## src/motor_lock_pkg.sv

```systemverilog
//------------------------------------------------------------------------------
// Purpose: shared constants and types for the motor lock supervisor
// Assumes: 10 MHz hclk, 32-bit word registers
// Notes:   offsets are byte addresses
//------------------------------------------------------------------------------
package motor_lock_pkg;

	//--------------------------------------------------------------------------
	// clock and timing
	//--------------------------------------------------------------------------
	localparam int CLK_HZ          = 10_000_000;
	localparam int CLK_NS          = 100;
	localparam int PWM_BASE_HZ     = 25_000;
	localparam int PWM_PERIOD_SLOW = CLK_HZ / PWM_BASE_HZ;
	localparam int PWM_PERIOD_FAST = CLK_HZ / (2 * PWM_BASE_HZ);
	localparam int DEAD_STEP_NS    = 40;
	localparam int LOCK_OFF_DEF    = 5_000_000;
	localparam int ABN_SPEED_DEF   = 2_000;
	localparam int AVS_IND_CYCLES  = 16;

	//--------------------------------------------------------------------------
	// thresholds and scaling
	//--------------------------------------------------------------------------
	localparam int NO_MOTOR_MA    = 140;
	localparam int LOCK_I_STEP_MA = 400;
	localparam int BEMF_SHIFT     = 7;
	localparam int KTC_SHIFT      = 9;

	//--------------------------------------------------------------------------
	// register map
	//--------------------------------------------------------------------------
	localparam logic [7:0]  REG_CTRL   = 8'h00;
	localparam logic [7:0]  REG_MOTOR  = 8'h04;
	localparam logic [7:0]  REG_STATUS = 8'h08;
	localparam int          CTRL_W     = 19;
	localparam int          MOTOR_W    = 24;
	localparam logic [18:0] CTRL_RST   = 19'h0033f;
	localparam logic [23:0] MOTOR_RST  = 24'h000000;
	localparam int CTRL_EN_LSB    = 0;
	localparam int CTRL_MECH_EN   = 8;
	localparam int CTRL_IND_EN    = 9;
	localparam int CTRL_MECH_MODE = 10;
	localparam int CTRL_DOUBLE    = 11;
	localparam int CTRL_DEAD_LSB  = 12;
	localparam int CTRL_ITHR_LSB  = 16;
	localparam int MOTOR_RM_LSB   = 0;
	localparam int MOTOR_KT_LSB   = 8;
	localparam int MOTOR_CMD_LSB  = 16;

	//--------------------------------------------------------------------------
	// detection schemes and states
	//--------------------------------------------------------------------------
	localparam int LK_OVERCURRENT = 0;
	localparam int LK_ABN_SPEED   = 1;
	localparam int LK_ABN_CONST   = 2;
	localparam int LK_NO_MOTOR    = 3;
	localparam int LK_OL_STUCK    = 4;
	localparam int LK_CL_STUCK    = 5;

	typedef enum logic [1:0] {st_run, st_surge, st_off} fault_state_t;

endpackage

```

## src/motor_lock_fault_supervisor.sv

```systemverilog
//------------------------------------------------------------------------------
// Purpose: lock and no-motor supervision, fault retry, surge clamp, pwm
// Assumes: motor-side inputs synchronous to hclk, one ahb-lite slave
// Notes:   ce low freezes all state and stalls the bus
//------------------------------------------------------------------------------
`timescale 1ns/1ps
module motor_lock_fault_supervisor #(
	parameter int LOCK_OFF_CYCLES  = motor_lock_pkg::LOCK_OFF_DEF,
	parameter int ABN_SPEED_CYCLES = motor_lock_pkg::ABN_SPEED_DEF
) (
	// clock and reset
	input  wire logic             hclk,
	input  wire logic             hresetn,
	input  wire logic             ce,
	// ahb-lite slave
	input  wire logic             hsel,
	input  wire logic [31:0]      haddr,
	input  wire logic [1:0]       htrans,
	input  wire logic             hwrite,
	input  wire logic [2:0]       hsize,
	input  wire logic [31:0]      hwdata,
	input  wire logic             hready,
	output logic                  hreadyout,
	output logic                  hresp,
	output logic      [31:0]      hrdata,
	// motor sensing and sequencer
	input  wire logic [11:0]      lowside_current_ma,
	input  wire logic [11:0]      phase_u_current_ma,
	input  wire logic [7:0]       speed_est,
	input  wire logic [7:0]       bemf_sample,
	input  wire logic             open_loop,
	input  wire logic             closed_loop,
	input  wire logic             drive_above_handoff,
	input  wire logic             ol_to_cl_handoff,
	input  wire logic             elec_cycle_tick,
	input  wire logic             half_cycle_tick,
	input  wire logic             bemf_zero_cross,
	input  wire logic             commutation_tick,
	input  wire logic             vcc_at_upper,
	input  wire logic             fg_drive,
	input  wire logic [2:0][7:0]  phase_duty,
	// drive and status
	output logic      [2:0]       high_on,
	output logic      [2:0]       low_on,
	output logic                  phase_hiz,
	output logic                  restart_pulse,
	output logic                  speed_pulse_output,
	output logic      [7:0]       buffered_cmd
);

	//--------------------------------------------------------------------------
	// parameter checks
	//--------------------------------------------------------------------------
	if (LOCK_OFF_CYCLES < 1 || LOCK_OFF_CYCLES > 16777215) begin : g_chk_off
		$error("lock-off cycles out of range");
	end
	if (ABN_SPEED_CYCLES < 1 || ABN_SPEED_CYCLES > 65535) begin : g_chk_abn
		$error("abnormal speed cycles out of range");
	end

	typedef struct packed {
		motor_lock_pkg::fault_state_t st;
		logic [23:0] cnt;
		logic        locked;
		logic [5:0]  fault;
		logic        restart;
		logic        hiz;
		logic        brake;
		logic        fg;
		logic [7:0]  cmd_buf;
		logic [15:0] abn_cnt;
		logic [15:0] integ;
		logic [15:0] per_cnt;
		logic [15:0] per_prev;
		logic        ol_armed;
		logic        ol_seen;
		logic [18:0] ctrl;
		logic [23:0] motor;
		logic        wr_pend;
		logic [7:0]  wr_addr;
		logic [31:0] rdata;
	} sup_state_t;

	sup_state_t s_ff;
	sup_state_t nxt_s;

	//--------------------------------------------------------------------------
	// configuration fields
	//--------------------------------------------------------------------------
	logic [5:0]  lock_scheme_enable;
	logic        mechanical_surge_enable;
	logic        inductive_surge_enable;
	logic        mechanical_surge_mode;
	logic        pwm_rate_double;
	logic [3:0]  dead_code;
	logic [2:0]  lock_current_threshold;
	logic [6:0]  phase_resistance_setting;
	logic [6:0]  bemf_constant_setting;
	logic [7:0]  speed_cmd;

	assign lock_scheme_enable      = s_ff.ctrl[motor_lock_pkg::CTRL_EN_LSB +: 6];
	assign mechanical_surge_enable = s_ff.ctrl[motor_lock_pkg::CTRL_MECH_EN];
	assign inductive_surge_enable  = s_ff.ctrl[motor_lock_pkg::CTRL_IND_EN];
	assign mechanical_surge_mode   = s_ff.ctrl[motor_lock_pkg::CTRL_MECH_MODE];
	assign pwm_rate_double         = s_ff.ctrl[motor_lock_pkg::CTRL_DOUBLE];
	assign dead_code               = s_ff.ctrl[motor_lock_pkg::CTRL_DEAD_LSB +: 4];
	assign lock_current_threshold  = s_ff.ctrl[motor_lock_pkg::CTRL_ITHR_LSB +: 3];
	assign phase_resistance_setting = s_ff.motor[motor_lock_pkg::MOTOR_RM_LSB +: 7];
	assign bemf_constant_setting   = s_ff.motor[motor_lock_pkg::MOTOR_KT_LSB +: 7];
	assign speed_cmd               = s_ff.motor[motor_lock_pkg::MOTOR_CMD_LSB +: 8];

	//--------------------------------------------------------------------------
	// detection conditions
	//--------------------------------------------------------------------------
	logic [11:0] ithr_ma;
	logic [7:0]  bemf_spd;
	logic [7:0]  ir_drop;
	logic [7:0]  bemf_cur;
	logic [8:0]  amp_margin;
	logic        abn_now;
	logic [15:0] ktc_exp;
	logic [15:0] ktc_dev;
	logic [5:0]  raw;
	logic        trig;
	logic        clamp_on;

	assign ithr_ma = 12'((13'(lock_current_threshold) + 13'h0001)
	                     * 13'(motor_lock_pkg::LOCK_I_STEP_MA));
	assign bemf_spd = 8'((15'(speed_est) * 15'(bemf_constant_setting))
	                     >> motor_lock_pkg::BEMF_SHIFT);
	assign ir_drop = 8'((15'(phase_u_current_ma[11:4])
	                     * 15'(phase_resistance_setting))
	                    >> motor_lock_pkg::BEMF_SHIFT);
	assign bemf_cur = (s_ff.cmd_buf > ir_drop) ? s_ff.cmd_buf - ir_drop : 8'h00;
	assign amp_margin = 9'(s_ff.cmd_buf) + 9'(s_ff.cmd_buf[7:1]);
	assign abn_now = closed_loop && (9'(bemf_spd) > amp_margin)
	                 && (bemf_spd > bemf_cur);
	assign ktc_exp = {bemf_constant_setting, 9'h000};
	assign ktc_dev = (s_ff.integ > ktc_exp) ? s_ff.integ - ktc_exp
	                                        : ktc_exp - s_ff.integ;

	always_comb begin
		raw = 6'h00;
		raw[motor_lock_pkg::LK_OVERCURRENT] = lowside_current_ma > ithr_ma;
		raw[motor_lock_pkg::LK_ABN_SPEED] = abn_now
			&& (s_ff.abn_cnt == 16'(ABN_SPEED_CYCLES - 1));
		raw[motor_lock_pkg::LK_ABN_CONST] = closed_loop && half_cycle_tick
			&& (ktc_dev > {1'b0, ktc_exp[15:1]});
		raw[motor_lock_pkg::LK_NO_MOTOR] = ol_to_cl_handoff
			&& (phase_u_current_ma <= 12'(motor_lock_pkg::NO_MOTOR_MA));
		raw[motor_lock_pkg::LK_OL_STUCK] = open_loop && drive_above_handoff
			&& elec_cycle_tick && s_ff.ol_armed && !s_ff.ol_seen
			&& !bemf_zero_cross;
		raw[motor_lock_pkg::LK_CL_STUCK] = closed_loop
			&& (s_ff.per_prev != 16'h0000)
			&& (17'(s_ff.per_cnt) > {s_ff.per_prev, 1'b0});
	end

	assign trig = (s_ff.st == motor_lock_pkg::st_run)
	              && ((raw & lock_scheme_enable) != 6'h00);
	assign clamp_on = mechanical_surge_enable
	                  && (!mechanical_surge_mode || vcc_at_upper);

	//--------------------------------------------------------------------------
	// next state
	//--------------------------------------------------------------------------
	always_comb begin
		logic [7:0] ra;
		ra = 8'h00;
		nxt_s = s_ff;
		nxt_s.restart = 1'b0;

		// register writes in data phase
		if (s_ff.wr_pend) begin
			if (s_ff.wr_addr == motor_lock_pkg::REG_CTRL) begin
				nxt_s.ctrl = hwdata[motor_lock_pkg::CTRL_W-1:0];
			end else if (s_ff.wr_addr == motor_lock_pkg::REG_MOTOR) begin
				nxt_s.motor = hwdata[motor_lock_pkg::MOTOR_W-1:0];
			end
		end
		nxt_s.wr_pend = 1'b0;
		if (hsel && hready && htrans[1]) begin
			ra = {haddr[7:2], 2'b00};
			nxt_s.wr_pend = hwrite && (hsize == 3'b010);
			nxt_s.wr_addr = ra;
			nxt_s.rdata = 32'h00000000;
			if (!hwrite) begin
				if (ra == motor_lock_pkg::REG_CTRL) begin
					nxt_s.rdata = 32'(nxt_s.ctrl);
				end else if (ra == motor_lock_pkg::REG_MOTOR) begin
					nxt_s.rdata = 32'(nxt_s.motor);
				end else if (ra == motor_lock_pkg::REG_STATUS) begin
					nxt_s.rdata = {s_ff.cmd_buf, 6'h00, 2'(s_ff.st), 2'h0,
					               s_ff.fault, 7'h00, s_ff.locked};
				end
			end
		end

		// abnormal speed persistence
		nxt_s.abn_cnt = abn_now ? s_ff.abn_cnt + 16'h0001 : 16'h0000;
		if (raw[motor_lock_pkg::LK_ABN_SPEED]) begin
			nxt_s.abn_cnt = 16'h0000;
		end

		// half-cycle bemf integral
		if (!closed_loop || half_cycle_tick) begin
			nxt_s.integ = 16'h0000;
		end else if (s_ff.integ <= 16'hffff - 16'(bemf_sample)) begin
			nxt_s.integ = s_ff.integ + 16'(bemf_sample);
		end

		// commutation period
		if (!closed_loop) begin
			nxt_s.per_cnt = 16'h0000;
			nxt_s.per_prev = 16'h0000;
		end else if (commutation_tick) begin
			nxt_s.per_prev = s_ff.per_cnt;
			nxt_s.per_cnt = 16'h0000;
		end else if (s_ff.per_cnt != 16'hffff) begin
			nxt_s.per_cnt = s_ff.per_cnt + 16'h0001;
		end

		// open loop stuck watch
		if (!(open_loop && drive_above_handoff)) begin
			nxt_s.ol_armed = 1'b0;
			nxt_s.ol_seen = 1'b0;
		end else if (elec_cycle_tick) begin
			nxt_s.ol_armed = 1'b1;
			nxt_s.ol_seen = bemf_zero_cross;
		end else if (bemf_zero_cross) begin
			nxt_s.ol_seen = 1'b1;
		end

		// fault sequence
		unique case (s_ff.st)
			motor_lock_pkg::st_run: begin
				if (trig) begin
					nxt_s.st = motor_lock_pkg::st_surge;
					nxt_s.hiz = 1'b1;
					nxt_s.locked = 1'b1;
					nxt_s.brake = inductive_surge_enable;
					nxt_s.cnt = inductive_surge_enable
						? 24'(motor_lock_pkg::AVS_IND_CYCLES - 1) : 24'h000000;
				end
			end
			motor_lock_pkg::st_surge: begin
				if (s_ff.cnt == 24'h000000) begin
					nxt_s.st = motor_lock_pkg::st_off;
					nxt_s.brake = 1'b0;
					nxt_s.cnt = 24'(LOCK_OFF_CYCLES - 1);
				end else begin
					nxt_s.cnt = s_ff.cnt - 24'h000001;
				end
			end
			motor_lock_pkg::st_off: begin
				if (s_ff.cnt == 24'h000000) begin
					nxt_s.st = motor_lock_pkg::st_run;
					nxt_s.hiz = 1'b0;
					nxt_s.locked = 1'b0;
					nxt_s.restart = 1'b1;
				end else begin
					nxt_s.cnt = s_ff.cnt - 24'h000001;
				end
			end
		endcase

		// source bits: a new event wins over the restart clear
		nxt_s.fault = (nxt_s.restart ? 6'h00 : s_ff.fault) | raw;

		// mechanical surge clamp on the buffered command
		nxt_s.cmd_buf = (clamp_on && (speed_cmd < bemf_spd))
			? bemf_spd : speed_cmd;

		// speed pulse forced high while locked
		nxt_s.fg = nxt_s.locked ? 1'b1 : fg_drive;
	end

	always_ff @(posedge hclk or negedge hresetn) begin
		if (!hresetn) begin
			s_ff <= '0;
			s_ff.st <= motor_lock_pkg::st_run;
			s_ff.ctrl <= motor_lock_pkg::CTRL_RST;
			s_ff.motor <= motor_lock_pkg::MOTOR_RST;
			s_ff.fg <= 1'b1;
		end else if (ce) begin
			s_ff <= nxt_s;
		end
	end

	//--------------------------------------------------------------------------
	// outputs
	//--------------------------------------------------------------------------
	assign hreadyout          = ce;
	assign hresp              = 1'b0;
	assign hrdata             = s_ff.rdata;
	assign phase_hiz          = s_ff.hiz;
	assign restart_pulse      = s_ff.restart;
	assign speed_pulse_output = s_ff.fg;
	assign buffered_cmd       = s_ff.cmd_buf;

	pwm_dead_time_bridge u_pwm (
		.hclk        (hclk),
		.hresetn     (hresetn),
		.ce          (ce),
		.rate_double (pwm_rate_double),
		.dead_code   (dead_code),
		.amplitude   (s_ff.cmd_buf),
		.phase_duty  (phase_duty),
		.hiz         (s_ff.hiz),
		.brake       (s_ff.brake),
		.high_on     (high_on),
		.low_on      (low_on)
	);
endmodule // motor_lock_fault_supervisor

```

## src/pwm_dead_time_bridge.sv

```systemverilog
//------------------------------------------------------------------------------
// Purpose: three-leg pwm with dead time and high-impedance override
// Assumes: hclk at 10 MHz, duty and amplitude 8-bit
// Notes:   brake turns all low sides on while high impedance is held
//------------------------------------------------------------------------------
`timescale 1ns/1ps
module pwm_dead_time_bridge (
	// clock and reset
	input  wire logic             hclk,
	input  wire logic             hresetn,
	input  wire logic             ce,
	// configuration
	input  wire logic             rate_double,
	input  wire logic [3:0]       dead_code,
	input  wire logic [7:0]       amplitude,
	input  wire logic [2:0][7:0]  phase_duty,
	input  wire logic             hiz,
	input  wire logic             brake,
	// gate drive
	output logic      [2:0]       high_on,
	output logic      [2:0]       low_on
);

	typedef struct packed {
		logic [8:0]      cnt;
		logic [2:0]      want;
		logic [2:0][2:0] dead;
		logic [2:0]      hs;
		logic [2:0]      ls;
	} pwm_state_t;

	pwm_state_t s_ff;
	pwm_state_t nxt_s;
	logic [8:0] per;
	logic [2:0] dead_cyc;

	//--------------------------------------------------------------------------
	// period and dead time
	//--------------------------------------------------------------------------
	assign per = rate_double ? 9'(motor_lock_pkg::PWM_PERIOD_FAST) :
	                           9'(motor_lock_pkg::PWM_PERIOD_SLOW);
	assign dead_cyc = 3'(((int'(dead_code) + 1) * motor_lock_pkg::DEAD_STEP_NS
	                      + motor_lock_pkg::CLK_NS - 1)
	                     / motor_lock_pkg::CLK_NS);

	//--------------------------------------------------------------------------
	// next state
	//--------------------------------------------------------------------------
	always_comb begin
		logic [7:0] lvl;
		logic       w;
		lvl = 8'h00;
		w = 1'b0;
		nxt_s = s_ff;
		nxt_s.cnt = (s_ff.cnt >= per - 9'h001) ? 9'h000 : s_ff.cnt + 9'h001;
		for (int i = 0; i < 3; i++) begin
			lvl = 8'((16'(amplitude) * 16'(phase_duty[i])) >> 8);
			w = {s_ff.cnt, 8'h00} < 17'(17'(lvl) * 17'(per));
			if (hiz) begin
				nxt_s.want[i] = 1'b0;
				nxt_s.dead[i] = 3'h0;
				nxt_s.hs[i] = 1'b0;
				nxt_s.ls[i] = brake;
			end else if (w != s_ff.want[i]) begin
				nxt_s.want[i] = w;
				nxt_s.dead[i] = dead_cyc - 3'h1;
				nxt_s.hs[i] = 1'b0;
				nxt_s.ls[i] = 1'b0;
			end else if (s_ff.dead[i] != 3'h0) begin
				nxt_s.dead[i] = s_ff.dead[i] - 3'h1;
				nxt_s.hs[i] = 1'b0;
				nxt_s.ls[i] = 1'b0;
			end else begin
				nxt_s.hs[i] = s_ff.want[i];
				nxt_s.ls[i] = ~s_ff.want[i];
			end
		end
	end

	always_ff @(posedge hclk or negedge hresetn) begin
		if (!hresetn) begin
			s_ff <= '0;
		end else if (ce) begin
			s_ff <= nxt_s;
		end
	end

	assign high_on = s_ff.hs;
	assign low_on  = s_ff.ls;
endmodule // pwm_dead_time_bridge
```

## config.mk

```make
export PLATFORM = sky130hd
export DESIGN_NAME = motor_lock_fault_supervisor
export DESIGN_NICKNAME = d
export VERILOG_FILES = /design/src/motor_lock_pkg.sv /design/src/motor_lock_fault_supervisor.sv /design/src/pwm_dead_time_bridge.sv
export SDC_FILE = /design/constraint.sdc
export NUM_CORES = 1
export LEC_CHECK = 0
export ABC_CLOCK_PERIOD_IN_PS = 16700
export BUFFER_PORTS_ARGS = -buffer_cell sky130_fd_sc_hd__buf_2
export CAP_MARGIN = 20
export CORE_MARGIN = 2
export CORE_UTILIZATION = 65
export DETAILED_ROUTE_END_ITERATION = 16
export PLACE_DENSITY = 0.85
export SYNTH_ARGS = -nofsm -noshare
export SYNTH_HDL_FRONTEND = slang
export SYNTH_SLANG_ARGS = --single-unit
```

## constraint.sdc

```tcl
create_clock -name hclk -period 16.7 [get_ports hclk]
set_clock_uncertainty 0.15 [all_clocks]
set_input_delay 3.34 -clock hclk [delete_from_list [all_inputs] [get_ports hclk]]
set_output_delay 3.34 -clock hclk [all_outputs]
set_load 0.1 [all_outputs]
```

==> impl_metrics.ini <==
[status]
run_status = completed

[setup_path]
crit_top_cell = fa_1
path_class = input pin to register
cpPeakStageDelay_ps = 700
cp_slowest_cell = xnor2_1
cp_max_fo = 8
crit_arrival_ps = 13740
cp-end-kind = register
start_kind = input pin
required_ps = 16950

[grt]
grt.total_usage_pct = 30.69
antenna_found_initial = 2
grt_pass1_wl_mm = 113.9
grt_max_degree = 80
grt_pass1_vias = 24330
grt_overflow = 0

[placed_design]
routabilityCongestion = 0.9088
postPlaceCellArea_um2 = 28910
io_buffers = 163
dp.cells = 3780
dp_hpwl_mm = 51.30

[die]
ios = 200
rows = 75
die_y_um = 211.2
dieArea_um2 = 44590
fp.dieW_um = 211.2
coreArea_um2 = 42130
initial_core_util_pct = 66.22

[sta]
worst_slew_pin_slew_ps = 1110
final_hold_viol_count = 0
fmax_ghz = 0.07411
setup-tns-final_ps = 0
setup_viol = 0
finalMaxSlewViolations = 0
min_period_over_period_pct = 80.80
fin_crit_ps = 13490
grt_setup_unrepaired = no
slew_headroom_pct = 25.35

[synthesis]
ys_ff_latch = 220
synth-edff-count = 0
synth_top_cell_by_area = dfrtp_1
synth_cell_types = 89
synth_warnings = 0
synth.avg_cell_area_um2 = 8.760
synth.most_common_cell = inv_1
ys_async_sr_fraction_pct = 100.0
ys_top_cells_by_area = dfrtp_1, ha_1, fa_1
synth_common_cells = inv_1, ha_1, nand2_1, fa_1, dfrtp_1
synth_cells = 3185
netlist_area_um2 = 27900
synth_top_area_share_pct = 18.93
ys.flop_type = dfrtp_1
synth_seq_area_share_pct = 19.77

[detailed_routing]
vias = 23290
wl_per_cell_um = 17.49
vias_per_cell = 6.081
route.detailed.drc = 0
drt_iter0_markers = 1850
routed_wl_mm = 66.98
dr.pass1.iters = 11
ant_nets = 0

[clock_network]
post_cts_buffers = 0
clock_latency_ps = 550
path_clk_slew_ps = 60
cts_resized = 0
cts_max_level = 1
cts_sinks = 220
cts_buffers = 25
clockRootBuffer = clkbuf_16
cts_tree = built
postCtsHoldBufs = 0
clock_path_buffers = 3

[min_path]
hp-class = register to register

[cells_and_area]
final_nets = 4043
post-route-util_pct = 70.79
final_area_um2 = 29820
area_growth_pct = 6.902
insertedDiodeCount = 0
drive_gt1_share_pct = 10.15
final_cells = 3829

[power]
leakage_nw = 15.50
power.density_nw_per_um2 = 133.1
peakVddDrop_uv = 278.8
p_total_mw = 3.970

[flow_run]
max-cap-violations = 0
flip-flops by register name, summed over array words and instances, names as in the netlist, 3 cells and up:
signal,flops
bemf_constant_setting,7
buffered_cmd,8
dead_code,4
hrdata,32
lock_current_threshold,3
lock_scheme_enable,6
phase_resistance_setting,7
s_ff,119
u_pwm.high_on,3
u_pwm.low_on,3
u_pwm.s_ff,21
cell usage in the layout (no fill, tap or decap), types with 37 or more instances in the layout:
master	instances
and2_1	147
a21o_1	51
nand2_1	348
nand3_1	55
nor2_1	153
fa_1	212
dfrtp_1	211
a21oi_1	153
nor3_1	40
xor2_1	40
o21ai_0	149
xnor2_1	92
buf_2	162
ha_1	411
inv_1	423
nor2b_1	37
mux2_2	55
area by class of cell:
class / count / area [um^2]
clock inverters: 10 / 151.4
well taps: 539 / 674.4
clock buffers: 36 / 716.9
fillers: 2988 / 12310
inverters: 426 / 1599
flip-flops and latches: 220 / 5517
multi-input cells: 2410 / 20130
repair buffers: 188 / 1041
path summary, 6_finish.rpt:
check	cells past startpoint	from	slack (ps)	end
min reg2reg	1	hrdata[16]	320	hrdata[16]
min in group asynchronous	1	hresetn	2570	s_ff[118]
max in group asynchronous	4	hresetn	11760	speed_pulse_output
max	47	phase_duty[12]	3210	u_pwm.s_ff[11]
max reg2reg	47	buffered_cmd[2]	5380	u_pwm.s_ff[11]
min	1	hrdata[16]	320	hrdata[16]
kinds of logic (layout without fill, tap and decap cells):
| kind of cell | after synthesis | after routing | share of synthesized area [%] |
|---|---|---|---|
| and+or+nand+nor | 944 | 944 | 16.52 |
| DFF | 220 | 220 | 19.77 |
| muxes | 89 | 89 | 3.444 |
| adders and majority gates | 624 | 624 | 33.68 |
| buffers and inverters | 576 | 660 | 8.422 |
| other | 2 | 23 | 0.02692 |
| xor gates and xnor gates | 135 | 135 | 4.346 |
| AOI/OAI and AO/OA | 595 | 595 | 13.79 |
critical path, delay by kind of cell:
family,cells,cell delay [ps]
fa+ha+maj,10,4180
compound gates,16,2810
simple gates,11,1540
xor+xnor,3,970
buf+inv,6,440
mux,1,420
metrics by stage:
| stage | setup WS (ps) | hold slack (ps) |
|---|---|---|
| floorplan | 4030 | 296.2 |
| global placement | 3111 | 304.6 |
| detailed placement | 2809 | 311.8 |
| CTS | 3261 | 327.5 |
| global route | 2469 | 350.9 |
| finish | 3206 | 323.6 |
report_power, final:
part	internal [mW]	switching [mW]
combinational	1.20	1.59
clock	0.348	0.238
sequential	0.558	0.0359
total	2.11	1.86
metal layers:
layer / up-vias / share of wire, % / global-route usage [%]
li1: 10830 / - / -
met1: 11400 / 40 / 38.59
met4: 4 / 3.3 / 10.44
met3: 178 / 6.2 / 3.063
met2: 873 / 50 / 55.17
met5: - / 0.030 / 0
Note: power is estimated with default switching activity, not from simulation.
